<file path="src/common/drive_regs_defines.svh">
`ifndef DRIVE_REGS_DEFINES_SVH
`define DRIVE_REGS_DEFINES_SVH
// register offsets (byte addresses on the drive control bus)
`define OFF_ERROR_ONE      6'h08
`define OFF_MAINT          6'h0c
`define OFF_ATTN           6'h10
`define OFF_DBUF           6'h14
`define OFF_DTYPE          6'h18
`define OFF_ROTPOS         6'h1c
`define OFF_ERROR_TWO      6'h20
`define OFF_OFFSET         6'h24
`define OFF_TARGET         6'h28
`define OFF_PRESENT        6'h2c
`define OFF_SERIAL         6'h30
// error_one bit positions
`define E1_FORMAT          4
`define E1_PARITY          3
`define E1_REFUSED         2
`define E1_BADREG          1
`define E1_BADFUNC         0
`define E1_LOW_MASK        5'h1f
// error_two bit positions and writable mask
`define E2_MAINS           15
`define E2_LOCK            13
`define E2_VOLT30          12
`define E2_INDEX           11
`define E2_NOHEAD          10
`define E2_MASK            16'hbc00
// head_offset_control fields
`define OF_FMT             12
`define OF_MASK            16'h9cff
// drive type fixed upper bits: moving head set
`define DTYPE_FIXED        4'h2
`define DTYPE_DUAL         11
// cylinder field width
`define CYL_W              10
`define CYL_MASK           16'h03ff
// diagnostic buffer depth
`define DBUF_DEPTH         8
`endif

</file>
<file path="src/common/drive_regs_pkg.sv">
package drive_regs_pkg;
   // access phase of the register port
   typedef enum logic [2:0] {
      ACC_IDLE  = 3'b001,
      ACC_READ  = 3'b010,
      ACC_WRITE = 3'b100
   } acc_state_t;
endpackage : drive_regs_pkg

</file>
<file path="src/common/dbuf_if.sv">
`timescale 1ns/100ps
// push/pop channel between register port and diagnostic buffer
interface dbuf_if;
   logic        push;
   logic        pop;
   logic [15:0] wdata;
   logic [15:0] rdata;
   logic        in_ready;
   logic        out_ready;
   modport owner (input push, pop, wdata, output rdata, in_ready, out_ready);
   modport user  (output push, pop, wdata, input rdata, in_ready, out_ready);
endinterface : dbuf_if

</file>
<file path="src/rtl/diag_word_buffer.sv">
`timescale 1ns/100ps
`include "drive_regs_defines.svh"
// eight-word first-in first-out diagnostic store
module diag_word_buffer #(
   parameter int DEPTH = `DBUF_DEPTH
) (
   input  wire logic core_clk,
   input  wire logic srst,
   dbuf_if.owner     bus
);
   localparam int AW = $clog2(DEPTH);
   typedef struct packed {
      logic [AW-1:0] wp;
      logic [AW-1:0] rp;
      logic [AW:0]   cnt;
   } buf_state_t;
   buf_state_t  s_q;
   buf_state_t  s_d;
   logic [15:0] mem [DEPTH];

   ////////////////////////////////////////////////////////////////////////
   // pointer update; push and pop gated by their ready flags
   always_comb begin
      s_d = s_q;
      if (bus.push && bus.in_ready) begin
         s_d.wp = s_q.wp + 1'b1;
      end
      if (bus.pop && bus.out_ready) begin
         s_d.rp = s_q.rp + 1'b1;
      end
      s_d.cnt = s_q.cnt + (AW+1)'(bus.push && bus.in_ready)
                        - (AW+1)'(bus.pop && bus.out_ready);
   end

   always_ff @(posedge core_clk) begin
      if (srst) begin
         s_q <= '0;
      end else begin
         s_q <= s_d;
      end
   end

   // storage array, no reset needed for data
   always_ff @(posedge core_clk) begin
      if (bus.push && bus.in_ready) begin
         mem[s_q.wp] <= bus.wdata;
      end
   end

   assign bus.rdata     = mem[s_q.rp];
   assign bus.in_ready  = (s_q.cnt != (AW+1)'(DEPTH));
   assign bus.out_ready = (s_q.cnt != '0);
endmodule : diag_word_buffer

</file>
<file path="src/rtl/rotational_tracker.sv">
`timescale 1ns/100ps
`include "drive_regs_defines.svh"
// derives sector number and fifth-of-sector from index/sector/fifth pulses
module rotational_tracker #(
   parameter int SECTORS = 22
) (
   input  wire logic        core_clk,
   input  wire logic        srst,
   input  wire logic        index_pulse,
   input  wire logic        sector_pulse,
   input  wire logic        fifth_pulse,
   output logic      [6:0]  position
);
   typedef struct packed {
      logic [4:0] sector;
      logic [2:0] fifth;
   } trk_state_t;
   trk_state_t s_q;
   trk_state_t s_d;

   ////////////////////////////////////////////////////////////////////////
   // index restarts the count, sector pulse advances it
   always_comb begin
      s_d = s_q;
      if (index_pulse) begin
         s_d = '0;
      end else if (sector_pulse) begin
         s_d.sector = (s_q.sector == 5'(SECTORS - 1)) ? '0
                                                     : s_q.sector + 1'b1;
         s_d.fifth  = '0;
      end else if (fifth_pulse && s_q.fifth != 3'h4) begin
         s_d.fifth = s_q.fifth + 1'b1;
      end
   end

   always_ff @(posedge core_clk) begin
      if (srst) begin
         s_q <= '0;
      end else begin
         s_q <= s_d;
      end
   end

   // code 3 means past four fifths, so count 3 still reports code 2
   always_comb begin
      position[6:2] = s_q.sector;
      case (s_q.fifth)
         3'h0:    position[1:0] = 2'h0;
         3'h1:    position[1:0] = 2'h1;
         3'h2:    position[1:0] = 2'h2;
         3'h3:    position[1:0] = 2'h2;
         default: position[1:0] = 2'h3;
      endcase
   end
endmodule : rotational_tracker

</file>
<file path="src/rtl/disk_drive_register_file.sv">
`timescale 1ns/100ps
`include "drive_regs_defines.svh"
// Summary of operation
// - set format mismatch when header format differs from offset bit 12
// - any error bit sets summary; cleared by zero write, fault reset, init
// - set parity fault on write-transfer data or register-write parity
// - writes while go is set are refused, except attention summary
// - access to a nonexistent register sets bad register bit
// - undefined function code written sets bad function bit
// - attention summary bits 7-0 latch each drive's attention flag
// - attention bits clear on write of one, flag clear, or init
// - rotational position bits 10-6 give current sector number
// - bits 5-4 give the fifth of the sector under the heads
// - diagnostic buffer holds eight words, gated by ready flags
// - drive type high bits read fixed: only moving head is one
// - drive type bit 11 shows dual-ported drive
// - drive type bits 8-0 carry a fixed model code
// - serial register returns four low serial digits in bcd
// - offset bits 7-0 distance; bits 11, 10 inhibit ecc and header
// - target cylinder bits 9-0 hold positioning target
// - present cylinder bits 9-0 report where heads sit
// - error two flags mains loss, lock loss, 30 volt loss
// - error two flags index error and no head selected
// - while summary set, only fault reset commands are accepted
module disk_drive_register_file #(
   parameter logic [8:0]  MODEL_CODE = 9'h0_0a5, // arbitrary value
   parameter logic [15:0] SERIAL_BCD = 16'h1_234 // arbitrary value
) (
   input  wire logic        core_clk,
   input  wire logic        srst,
   input  wire logic        bus_init,
   input  wire logic        ctrl_req,
   input  wire logic        ctrl_write,
   input  wire logic [5:0]  ctrl_addr,
   input  wire logic [15:0] ctrl_wdata,
   input  wire logic        ctrl_par_err,
   output logic      [15:0] ctrl_rdata,
   output logic             ctrl_ack,
   input  wire logic        func_write,
   input  wire logic        func_valid,
   input  wire logic        func_fault_reset,
   input  wire logic        adapter_reset,
   input  wire logic        go_busy,
   input  wire logic        xfer_write,
   input  wire logic        data_par_err,
   input  wire logic        hdr_valid,
   input  wire logic        hdr_fmt18,
   input  wire logic        mains_loss,
   input  wire logic        lock_loss,
   input  wire logic        volt30_loss,
   input  wire logic        index_bad,
   input  wire logic        nohead_cmd,
   input  wire logic        dual_ported,
   input  wire logic [7:0]  drive_attn,
   input  wire logic [7:0]  drive_attn_clr,
   input  wire logic        index_pulse,
   input  wire logic        sector_pulse,
   input  wire logic        fifth_pulse,
   input  wire logic [9:0]  heads_cyl,
   input  wire logic        heads_moving,
   output logic             error_summary,
   output logic             attn_out,
   output logic             cmd_reject,
   output logic      [15:0] offset_ctl,
   output logic      [9:0]  target_cyl,
   output logic      [15:0] maint_ctl,
   output logic             dbuf_in_ready,
   output logic             dbuf_out_ready
);
   typedef struct packed {
      drive_regs_pkg::acc_state_t st;
      logic [15:0] rdata;
      logic        ack;
      logic [4:0]  err1;
      logic [15:0] err2;
      logic [7:0]  attn;
      logic [15:0] offs;
      logic [9:0]  tcyl;
      logic [9:0]  pcyl;
      logic [15:0] maint;
      logic        summ;
      logic        rej;
      logic        ir;
      logic        orr;
   } rf_state_t;

   rf_state_t   s_q;
   rf_state_t   s_d;
   logic [6:0]  rot_pos;
   logic [15:0] dtype;
   logic        addr_ok;
   logic        clr_all;
   logic        wr_ok;
   logic [4:0]  e1_set;
   logic [15:0] e2_set;

   dbuf_if dbuf ();

   ////////////////////////////////////////////////////////////////////////
   // leaves
   diag_word_buffer #(.DEPTH(`DBUF_DEPTH)) u_dbuf (
      .core_clk (core_clk),
      .srst     (srst),
      .bus      (dbuf)
   );

   rotational_tracker u_rot (
      .core_clk     (core_clk),
      .srst         (srst),
      .index_pulse  (index_pulse),
      .sector_pulse (sector_pulse),
      .fifth_pulse  (fifth_pulse),
      .position     (rot_pos)
   );

   ////////////////////////////////////////////////////////////////////////
   // decode and event sources
   always_comb begin
      case (ctrl_addr)
         `OFF_ERROR_ONE, `OFF_MAINT, `OFF_ATTN, `OFF_DBUF, `OFF_DTYPE,
         `OFF_ROTPOS, `OFF_ERROR_TWO, `OFF_OFFSET, `OFF_TARGET,
         `OFF_PRESENT, `OFF_SERIAL: addr_ok = 1'b1;
         default:                   addr_ok = 1'b0;
      endcase
   end

   // drive clear paths share one term
   assign clr_all = bus_init || adapter_reset
                 || (func_write && func_fault_reset);
   // a write is taken only when idle-or-attention and parity clean
   assign wr_ok   = ctrl_req && ctrl_write && addr_ok && !ctrl_par_err
                 && (!go_busy || ctrl_addr == `OFF_ATTN);

   // drive type word; high nibble fixed, model code per unit
   assign dtype = {`DTYPE_FIXED, dual_ported, 2'b00,
                   MODEL_CODE};

   always_comb begin
      e1_set = '0;
      e1_set[`E1_FORMAT]  = hdr_valid
                         && (hdr_fmt18 != s_q.offs[`OF_FMT]);
      e1_set[`E1_PARITY]  = (xfer_write && data_par_err)
                         || (ctrl_req && ctrl_write && ctrl_par_err);
      e1_set[`E1_REFUSED] = ctrl_req && ctrl_write && go_busy
                         && ctrl_addr != `OFF_ATTN;
      e1_set[`E1_BADREG]  = ctrl_req && !addr_ok;
      // bad function set only by an undefined function code; refused commands do not land here
      e1_set[`E1_BADFUNC] = func_write && !func_valid;
      e2_set = '0;
      e2_set[`E2_MAINS]   = mains_loss;
      e2_set[`E2_LOCK]    = lock_loss;
      e2_set[`E2_VOLT30]  = volt30_loss;
      e2_set[`E2_INDEX]   = index_bad;
      e2_set[`E2_NOHEAD]  = nohead_cmd;
   end

   // condition levels come from drive logic on core_clk: no synchroniser,
   // so a one-cycle condition is never lost or delayed

   ////////////////////////////////////////////////////////////////////////
   // next-state: register access, sticky errors, attention, mirrors
   always_comb begin
      s_d       = s_q;
      s_d.ack   = 1'b0;
      s_d.ir    = dbuf.in_ready;
      s_d.orr   = dbuf.out_ready;
      dbuf.push = 1'b0;
      dbuf.pop  = 1'b0;
      dbuf.wdata = ctrl_wdata;

      // one access per request pulse
      case (s_q.st)
         drive_regs_pkg::ACC_IDLE: begin
            if (ctrl_req) begin
               s_d.st = ctrl_write ? drive_regs_pkg::ACC_WRITE
                                   : drive_regs_pkg::ACC_READ;
            end
         end
         default: s_d.st = drive_regs_pkg::ACC_IDLE;
      endcase

      // read mux; answer the cycle after the request
      if (ctrl_req && !ctrl_write) begin
         s_d.ack = 1'b1;
         case (ctrl_addr)
            `OFF_ERROR_ONE: s_d.rdata = {11'h0, s_q.err1};
            `OFF_ERROR_TWO: s_d.rdata = s_q.err2;
            `OFF_ATTN:      s_d.rdata = {8'h0, s_q.attn};
            `OFF_ROTPOS:    s_d.rdata = {5'h0, rot_pos, 4'h0};
            `OFF_DBUF: begin
               s_d.rdata = dbuf.out_ready ? dbuf.rdata : 16'h0;
               dbuf.pop  = 1'b1;
            end
            `OFF_MAINT:     s_d.rdata = s_q.maint;
            `OFF_DTYPE:     s_d.rdata = dtype;
            `OFF_SERIAL:    s_d.rdata = SERIAL_BCD;
            `OFF_OFFSET:    s_d.rdata = s_q.offs;
            `OFF_TARGET:    s_d.rdata = {6'h0, s_q.tcyl};
            `OFF_PRESENT:   s_d.rdata = {6'h0, s_q.pcyl};
            default:        s_d.rdata = 16'h0;
         endcase
      end else if (ctrl_req) begin
         s_d.ack = 1'b1;
      end

      // writes; unused bits masked away
      if (wr_ok) begin
         case (ctrl_addr)
            `OFF_ERROR_ONE: s_d.err1 = s_q.err1 & ctrl_wdata[4:0];
            `OFF_ERROR_TWO: s_d.err2 = s_q.err2 & ctrl_wdata & `E2_MASK;
            `OFF_ATTN:      s_d.attn = s_q.attn & ~ctrl_wdata[7:0];
            `OFF_OFFSET:    s_d.offs = ctrl_wdata & `OF_MASK;
            `OFF_TARGET:    s_d.tcyl = ctrl_wdata[`CYL_W-1:0];
            `OFF_MAINT:     s_d.maint = ctrl_wdata;
            `OFF_DBUF:      dbuf.push = 1'b1;
            default: ;
         endcase
      end

      // attention: drive flag clear drops the bit, a raise sets it;
      // a raise in the same cycle as a clear wins
      s_d.attn = (s_d.attn & ~drive_attn_clr) | drive_attn;

      // present cylinder tracks heads only while stationary
      if (!heads_moving) begin
         s_d.pcyl = heads_cyl;
      end

      // clearing events, then sticky sets so a set wins over a clear
      if (clr_all) begin
         s_d.err1 = '0;
         s_d.err2 = '0;
      end
      if (bus_init) begin
         s_d.attn  = '0;
         s_d.offs  = '0;
         s_d.tcyl  = '0;
         s_d.maint = '0;
      end
      s_d.err1 = s_d.err1 | e1_set;
      s_d.err2 = s_d.err2 | e2_set;

      // summary follows the error registers
      s_d.summ = (|s_d.err1) || (|s_d.err2);
      // commands other than fault reset are refused while summary set
      s_d.rej  = s_q.summ && func_write && !func_fault_reset;
   end

   always_ff @(posedge core_clk) begin
      if (srst) begin
         s_q    <= '0;
         s_q.st <= drive_regs_pkg::ACC_IDLE;
      end else begin
         s_q <= s_d;
      end
   end

   ////////////////////////////////////////////////////////////////////////
   // outputs, all from flip-flops
   assign ctrl_rdata     = s_q.rdata;
   assign ctrl_ack       = s_q.ack;
   assign error_summary  = s_q.summ;
   assign attn_out       = s_q.summ;
   assign cmd_reject     = s_q.rej;
   assign offset_ctl     = s_q.offs;
   assign target_cyl     = s_q.tcyl;
   assign maint_ctl      = s_q.maint;
   assign dbuf_in_ready  = s_q.ir;
   assign dbuf_out_ready = s_q.orr;
endmodule : disk_drive_register_file

</file>
<file path="config.mk">
export PLATFORM = sky130hd
export DESIGN_NAME = disk_drive_register_file
export DESIGN_NICKNAME = d
export VERILOG_FILES = /design/src/common/drive_regs_pkg.sv /design/src/common/dbuf_if.sv /design/src/rtl/diag_word_buffer.sv /design/src/rtl/rotational_tracker.sv /design/src/rtl/disk_drive_register_file.sv
export VERILOG_INCLUDE_DIRS = /design/src /design/src/common
export SDC_FILE = /design/constraint.sdc
export NUM_CORES = 1
export LEC_CHECK = 0
export BUFFER_PORTS_ARGS = -buffer_cell sky130_fd_sc_hd__buf_2
export CAP_MARGIN = 20
export CORE_MARGIN = 2
export CORE_UTILIZATION = 58
export CTS_CLUSTER_SIZE = 10
export DETAILED_ROUTE_END_ITERATION = 7
export GPL_ROUTABILITY_DRIVEN = 1
export GPL_TIMING_DRIVEN = 0
export PLACE_DENSITY = 0.8
export SLEW_MARGIN = 20
export SYNTH_ARGS = -nofsm -noshare
export SYNTH_HDL_FRONTEND = slang
export SYNTH_SLANG_ARGS = --single-unit
export TNS_END_PERCENT = 50
</file>
<file path="constraint.sdc">
create_clock -name core_clk -period 4.24 [get_ports core_clk]
set_clock_uncertainty 0.1 [all_clocks]
set_input_delay 0 -clock core_clk [delete_from_list [all_inputs] [get_ports core_clk]]
set_output_delay 0 -clock core_clk [all_outputs]
set_load 0.02 [all_outputs]
</file>
==> summary.md <==
| Metric | Value |
|---|---|
| Final Routed Wirelength | 31.3 mm |
| Final Max Tran Viols | 0 |
| CP required | 4.39 ns |
| Initial antenna violation count | 0 |
| All-Layer GR Usage | 0.314 |
| Fin nets | approximately 1200 |
| Resized Gates After CTS | 0 |
| P&R area growth vs syn | 24.9% |
| Site row count | 49 |
| DRT iter0 DRCs | ~1100 |
| Slowest stage cell, crit path | nor4b_4 |
| Most frequent CP cell | nand2_2 |
| Crit path max fanout | 8 |
| Port buffer count | between 100 and 150 |
| Max_cap viols | 0 |
| Final Critical Period | 3.30 ns |
| Sequential area share after synthesis | 0.575 |
| DIE WIDTH | 141 um |
| Vias | 8468 |
| Max Fclk | 303 MHz |
| Vias/cell | 6.09 |
| Worst slew pin tran | 1.08 ns |
| Hpwl dp | 21.2 mm |
| Top FF cell, synth | edfxtp_1 |
| First-pass GRT wire length | approximately 47 mm |
| Crit. End Element | flip-flop |
| Fillcell total | 1161 |
| Avg Cell Area, Syn | 12.2 um^2 |
| CTS tree | done |
| Yosys warns | 0 |
| Gr ovfl total | 0 |
| Layout Utilization | 0.745 |
| Hold Fails Final Rpt | 0 |
| Global placer's final weighted congestion | around 0.95 |
| Min-Delay Path Class | in -> reg |
| Cell breakdown of the critical path | dlygate4sd3_1 -> buf_2 -> nor4b_4 -> nand2_2 -> a21oi_4 -> nand4_2 -> clkinv_2 -> nand2_2 -> nor3b_2 -> buf_4 -> buf_6 |
| I/O Pins | 137 |
| Die height | between 100 and 150 um |
| Clk sinks | 247 |
| Max stage delay on crit path | 0.65 ns |
| Rel. slew slack | 0.277 |
| Final Cell Area | approximately 0.014 mm^2 |
| Die area | just under 0.02 mm^2 |
| Final setup vio count | 0 |
| Synth cell types | 70 |
| Clock latency on the worst-skew pair | 0.54 ns |
| Post-synth EDFFs | 128 |
| DR DRC count | 0 |
| CP arrival | roughly 3.5 ns |
| FFs w/ async S/R, synth | 0 |
| Root Buffer Master | clkbuf_16 |
| CTS HTree Levels | 1 |
| Largest net degree at the start of global routing | 15 |
| Inst Count DP | approximately 1300 |
| Layout cells sized above 1 | 0.276 |
| CP Launch Type | primary input |
| Power per cell area | 368 mW/mm^2 |
| Worst setup path category | in -> reg |
| RSZ-0062 raised after global routing | no |
| Synth Register Bits | 247 |
| Vias in the first global route | 8449 |
| Status | complete, no violations |
| DR WL/cell | 22.5 um |
| First-pass detailed-route iteration total | 7 |
| Mapped cell area | 0.0108 mm^2 |
| Antenna diodes | 0 |
| Final period utilization | 0.778 |
| CP Buf/Inv Count | 5 |
| Cells after synthesis | 889 |
| Starting Density | 0.596 |
| Crit path max-delay family | simple AND/OR/NAND/NOR gates |
| Final cell count without fillers | 1391 |
| CTS Buf Count | 28 |
| Clock-pin slew on the worst setup and hold paths | 0.06 ns |
| Post-CTS Setup Repair Bufs | 0 |
| Leak Pwr | 5.38 nW |
| Max VDD drop | 0.353 mV |
| Core Region | roughly 0.018 mm^2 |
| Post-route ant nets | 0 |
| Worst-case clock buffer depth | 3 |
| Cell Area, Placed | 0.0120 mm^2 |
[cell usage after synthesis (3+ instances only)]
| cell | n | area (um^2) |
|---|---|---|
| clkbuf_1 | 20 | 75.1 |
| a222oi_1 | 4 | 40.0 |
| a221oi_1 | 3 | 26.3 |
| nor4_1 | 7 | 43.8 |
| a211oi_1 | 3 | 22.5 |
| buf_6 | 3 | 33.8 |
| mux2i_1 | 47 | 470 |
| and4b_1 | 3 | 30.0 |
| dfxtp_1 | 119 | 2380 |
| nand3_1 | 21 | 105 |
| a31oi_1 | 11 | 68.8 |
| a2111oi_0 | 3 | 26.3 |
| nand2_1 | 46 | 173 |
| and2_1 | 14 | 87.6 |
| mux4_2 | 32 | 721 |
| a21oi_1 | 45 | 225 |
| o21ai_0 | 14 | 70.1 |
| edfxtp_1 | 128 | 3840 |
| a311oi_1 | 3 | 26.3 |
| nand2_2 | 4 | 25.0 |
| a21o_1 | 5 | 37.5 |
| or3_1 | 3 | 18.8 |
| mux2_2 | 12 | 135 |
| nand3b_1 | 3 | 22.5 |
| and3_1 | 3 | 18.8 |
| a22oi_1 | 16 | 120 |
| nand4_1 | 7 | 43.8 |
| xor2_1 | 8 | 70.1 |
| o2111ai_1 | 4 | 35.0 |
| buf_2 | 12 | 60.1 |
| nor2_1 | 99 | 372 |
| buf_1 | 9 | 33.8 |
| nor3_1 | 21 | 105 |
| ha_1 | 15 | 188 |
| a22o_1 | 6 | 52.6 |
| nor2b_1 | 8 | 50.1 |
| buf_4 | 61 | 458 |
| inv_1 | 24 | 90.1 |
| xnor2_1 | 5 | 43.8 |
[registers in the layout (all words and copies together) (netlist names), named ones only]
name	cells
attn_out	1
cmd_reject	1
ctrl_ack	1
ctrl_rdata	16
dbuf_in_ready	1
dbuf_out_ready	1
maint_ctl	16
offset_ctl	12
s_q	39
target_cyl	10
u_dbuf.mem	128
u_dbuf.s_q	10
u_rot.position	5
u_rot.s_q	3
[cell families after synthesis]
| family | share of synthesized area |
|---|---|
| other cells | 0.000346 |
| mux | 0.123 |
| simple gates | 0.121 |
| compound gates | 0.0814 |
| buf+inv | 0.0698 |
| fa+ha+maj | 0.0192 |
| flops | 0.575 |
| xor+xnor | 0.0105 |
[area by class of cell]
class | instances | area (um^2) | area share
Sequential cell | 247 | 6230 | 0.460
Multi-Input combinational cell | 515 | 3890 | 0.288
Timing Repair Buffer | 227 | 1590 | 0.118
Clock buffer | 42 | 753 | 0.0557
Buffer | 105 | 661 | 0.0489
Tap cell | 229 | 287 | 0.0212
Inverter | 25 | 95.1 | 0.00703
Clock inverter | 1 | 16.3 | 0.00120
[final timing paths]
path / from / cells past startpoint / slack (ns) / endpoint
worst max-delay path: ctrl_addr[1] / 11 / 0.94 / u_dbuf.mem[5][8]
worst min-delay path: hdr_valid / 5 / 0.03 / s_q[84]
worst max register to register: flip-flop / 7 / 1.38 / ctrl_rdata[13]
worst min register to register: ctrl_rdata[4] / 2 / 0.37 / ctrl_rdata[4]
[report_power, final]
part           leakage, nW  internal (W)  switching [W]
sequential            2.12       0.00254      0.0000181
combinational         2.89      0.000137       0.000185
clock                0.368       0.00121       0.000894
total                 5.38       0.00388        0.00110
[routing by layer]
layer / vias up / global-route usage / wire (um)
met2: 585 / 0.500 / 14500
met1: 4030 / 0.419 / 11800
met4: 0 / 0.118 / 1350
met3: 127 / 0.0808 / 3600
met5: - / 0 / 0
li1: 3726 / - / -
[through the flow]
stage / TNS (ns) / setup slack, ns / hold slack, ns / power (W)
final: 0 / 0.940 / 0.0288 / 0.00498
after global routing: 0 / 0.877 / 0.0473 / 0.00510
after CTS: 0 / 0.993 / 0.0156 / 0.00497
after detailed placement: 0 / 0.987 / 0.103 / 0.00285
after global placement: -63.04 / -1.18 / 0.104 / 0.00285
after floorplan: 0 / 0.893 / -0.0243 / 0.00273
[cells in the final DEF, fill, tap and decap left out, drive strengths merged, types with 4 or more instances in the layout]
cell and instances:
clkbuf 62, a22o 6, nor2 100, mux2 12, buf 232, nor4 7, edfxtp 128, nor2b 8
o2111ai 4, o21ai 14, nand2 51, nor3 21, nand3 21, mux4 32, inv 24, a31oi 11
nor4b 4, nand4 8, xor2 8, a21o 5, and2 15, xnor2 5, mux2i 47, ha 15
dlygate4sd3 80, conb 4, a22oi 16, dfxtp 119, a21oi 46, a222oi 4
[repair_timing]
| item | in CTS | in global routing |
|---|---|---|
| hold buffers | 80 | 0 |
| endpoints found under the hold margin | 218 | 0 |
| setup endpoints to repair | 0 | 0 |
[worst reg2reg max path, stage by stage (launching register included)]
cell and delay [ns]:
dfxtp_1 0.31, clkbuf_1 0.36, buf_2 0.43, mux4_2 0.55, mux2i_1 0.23, nor2_1 0.08, a2111oi_0 0.51, nor3_1 0.13
No activity file was read; power rests on OpenSTA's default activity.
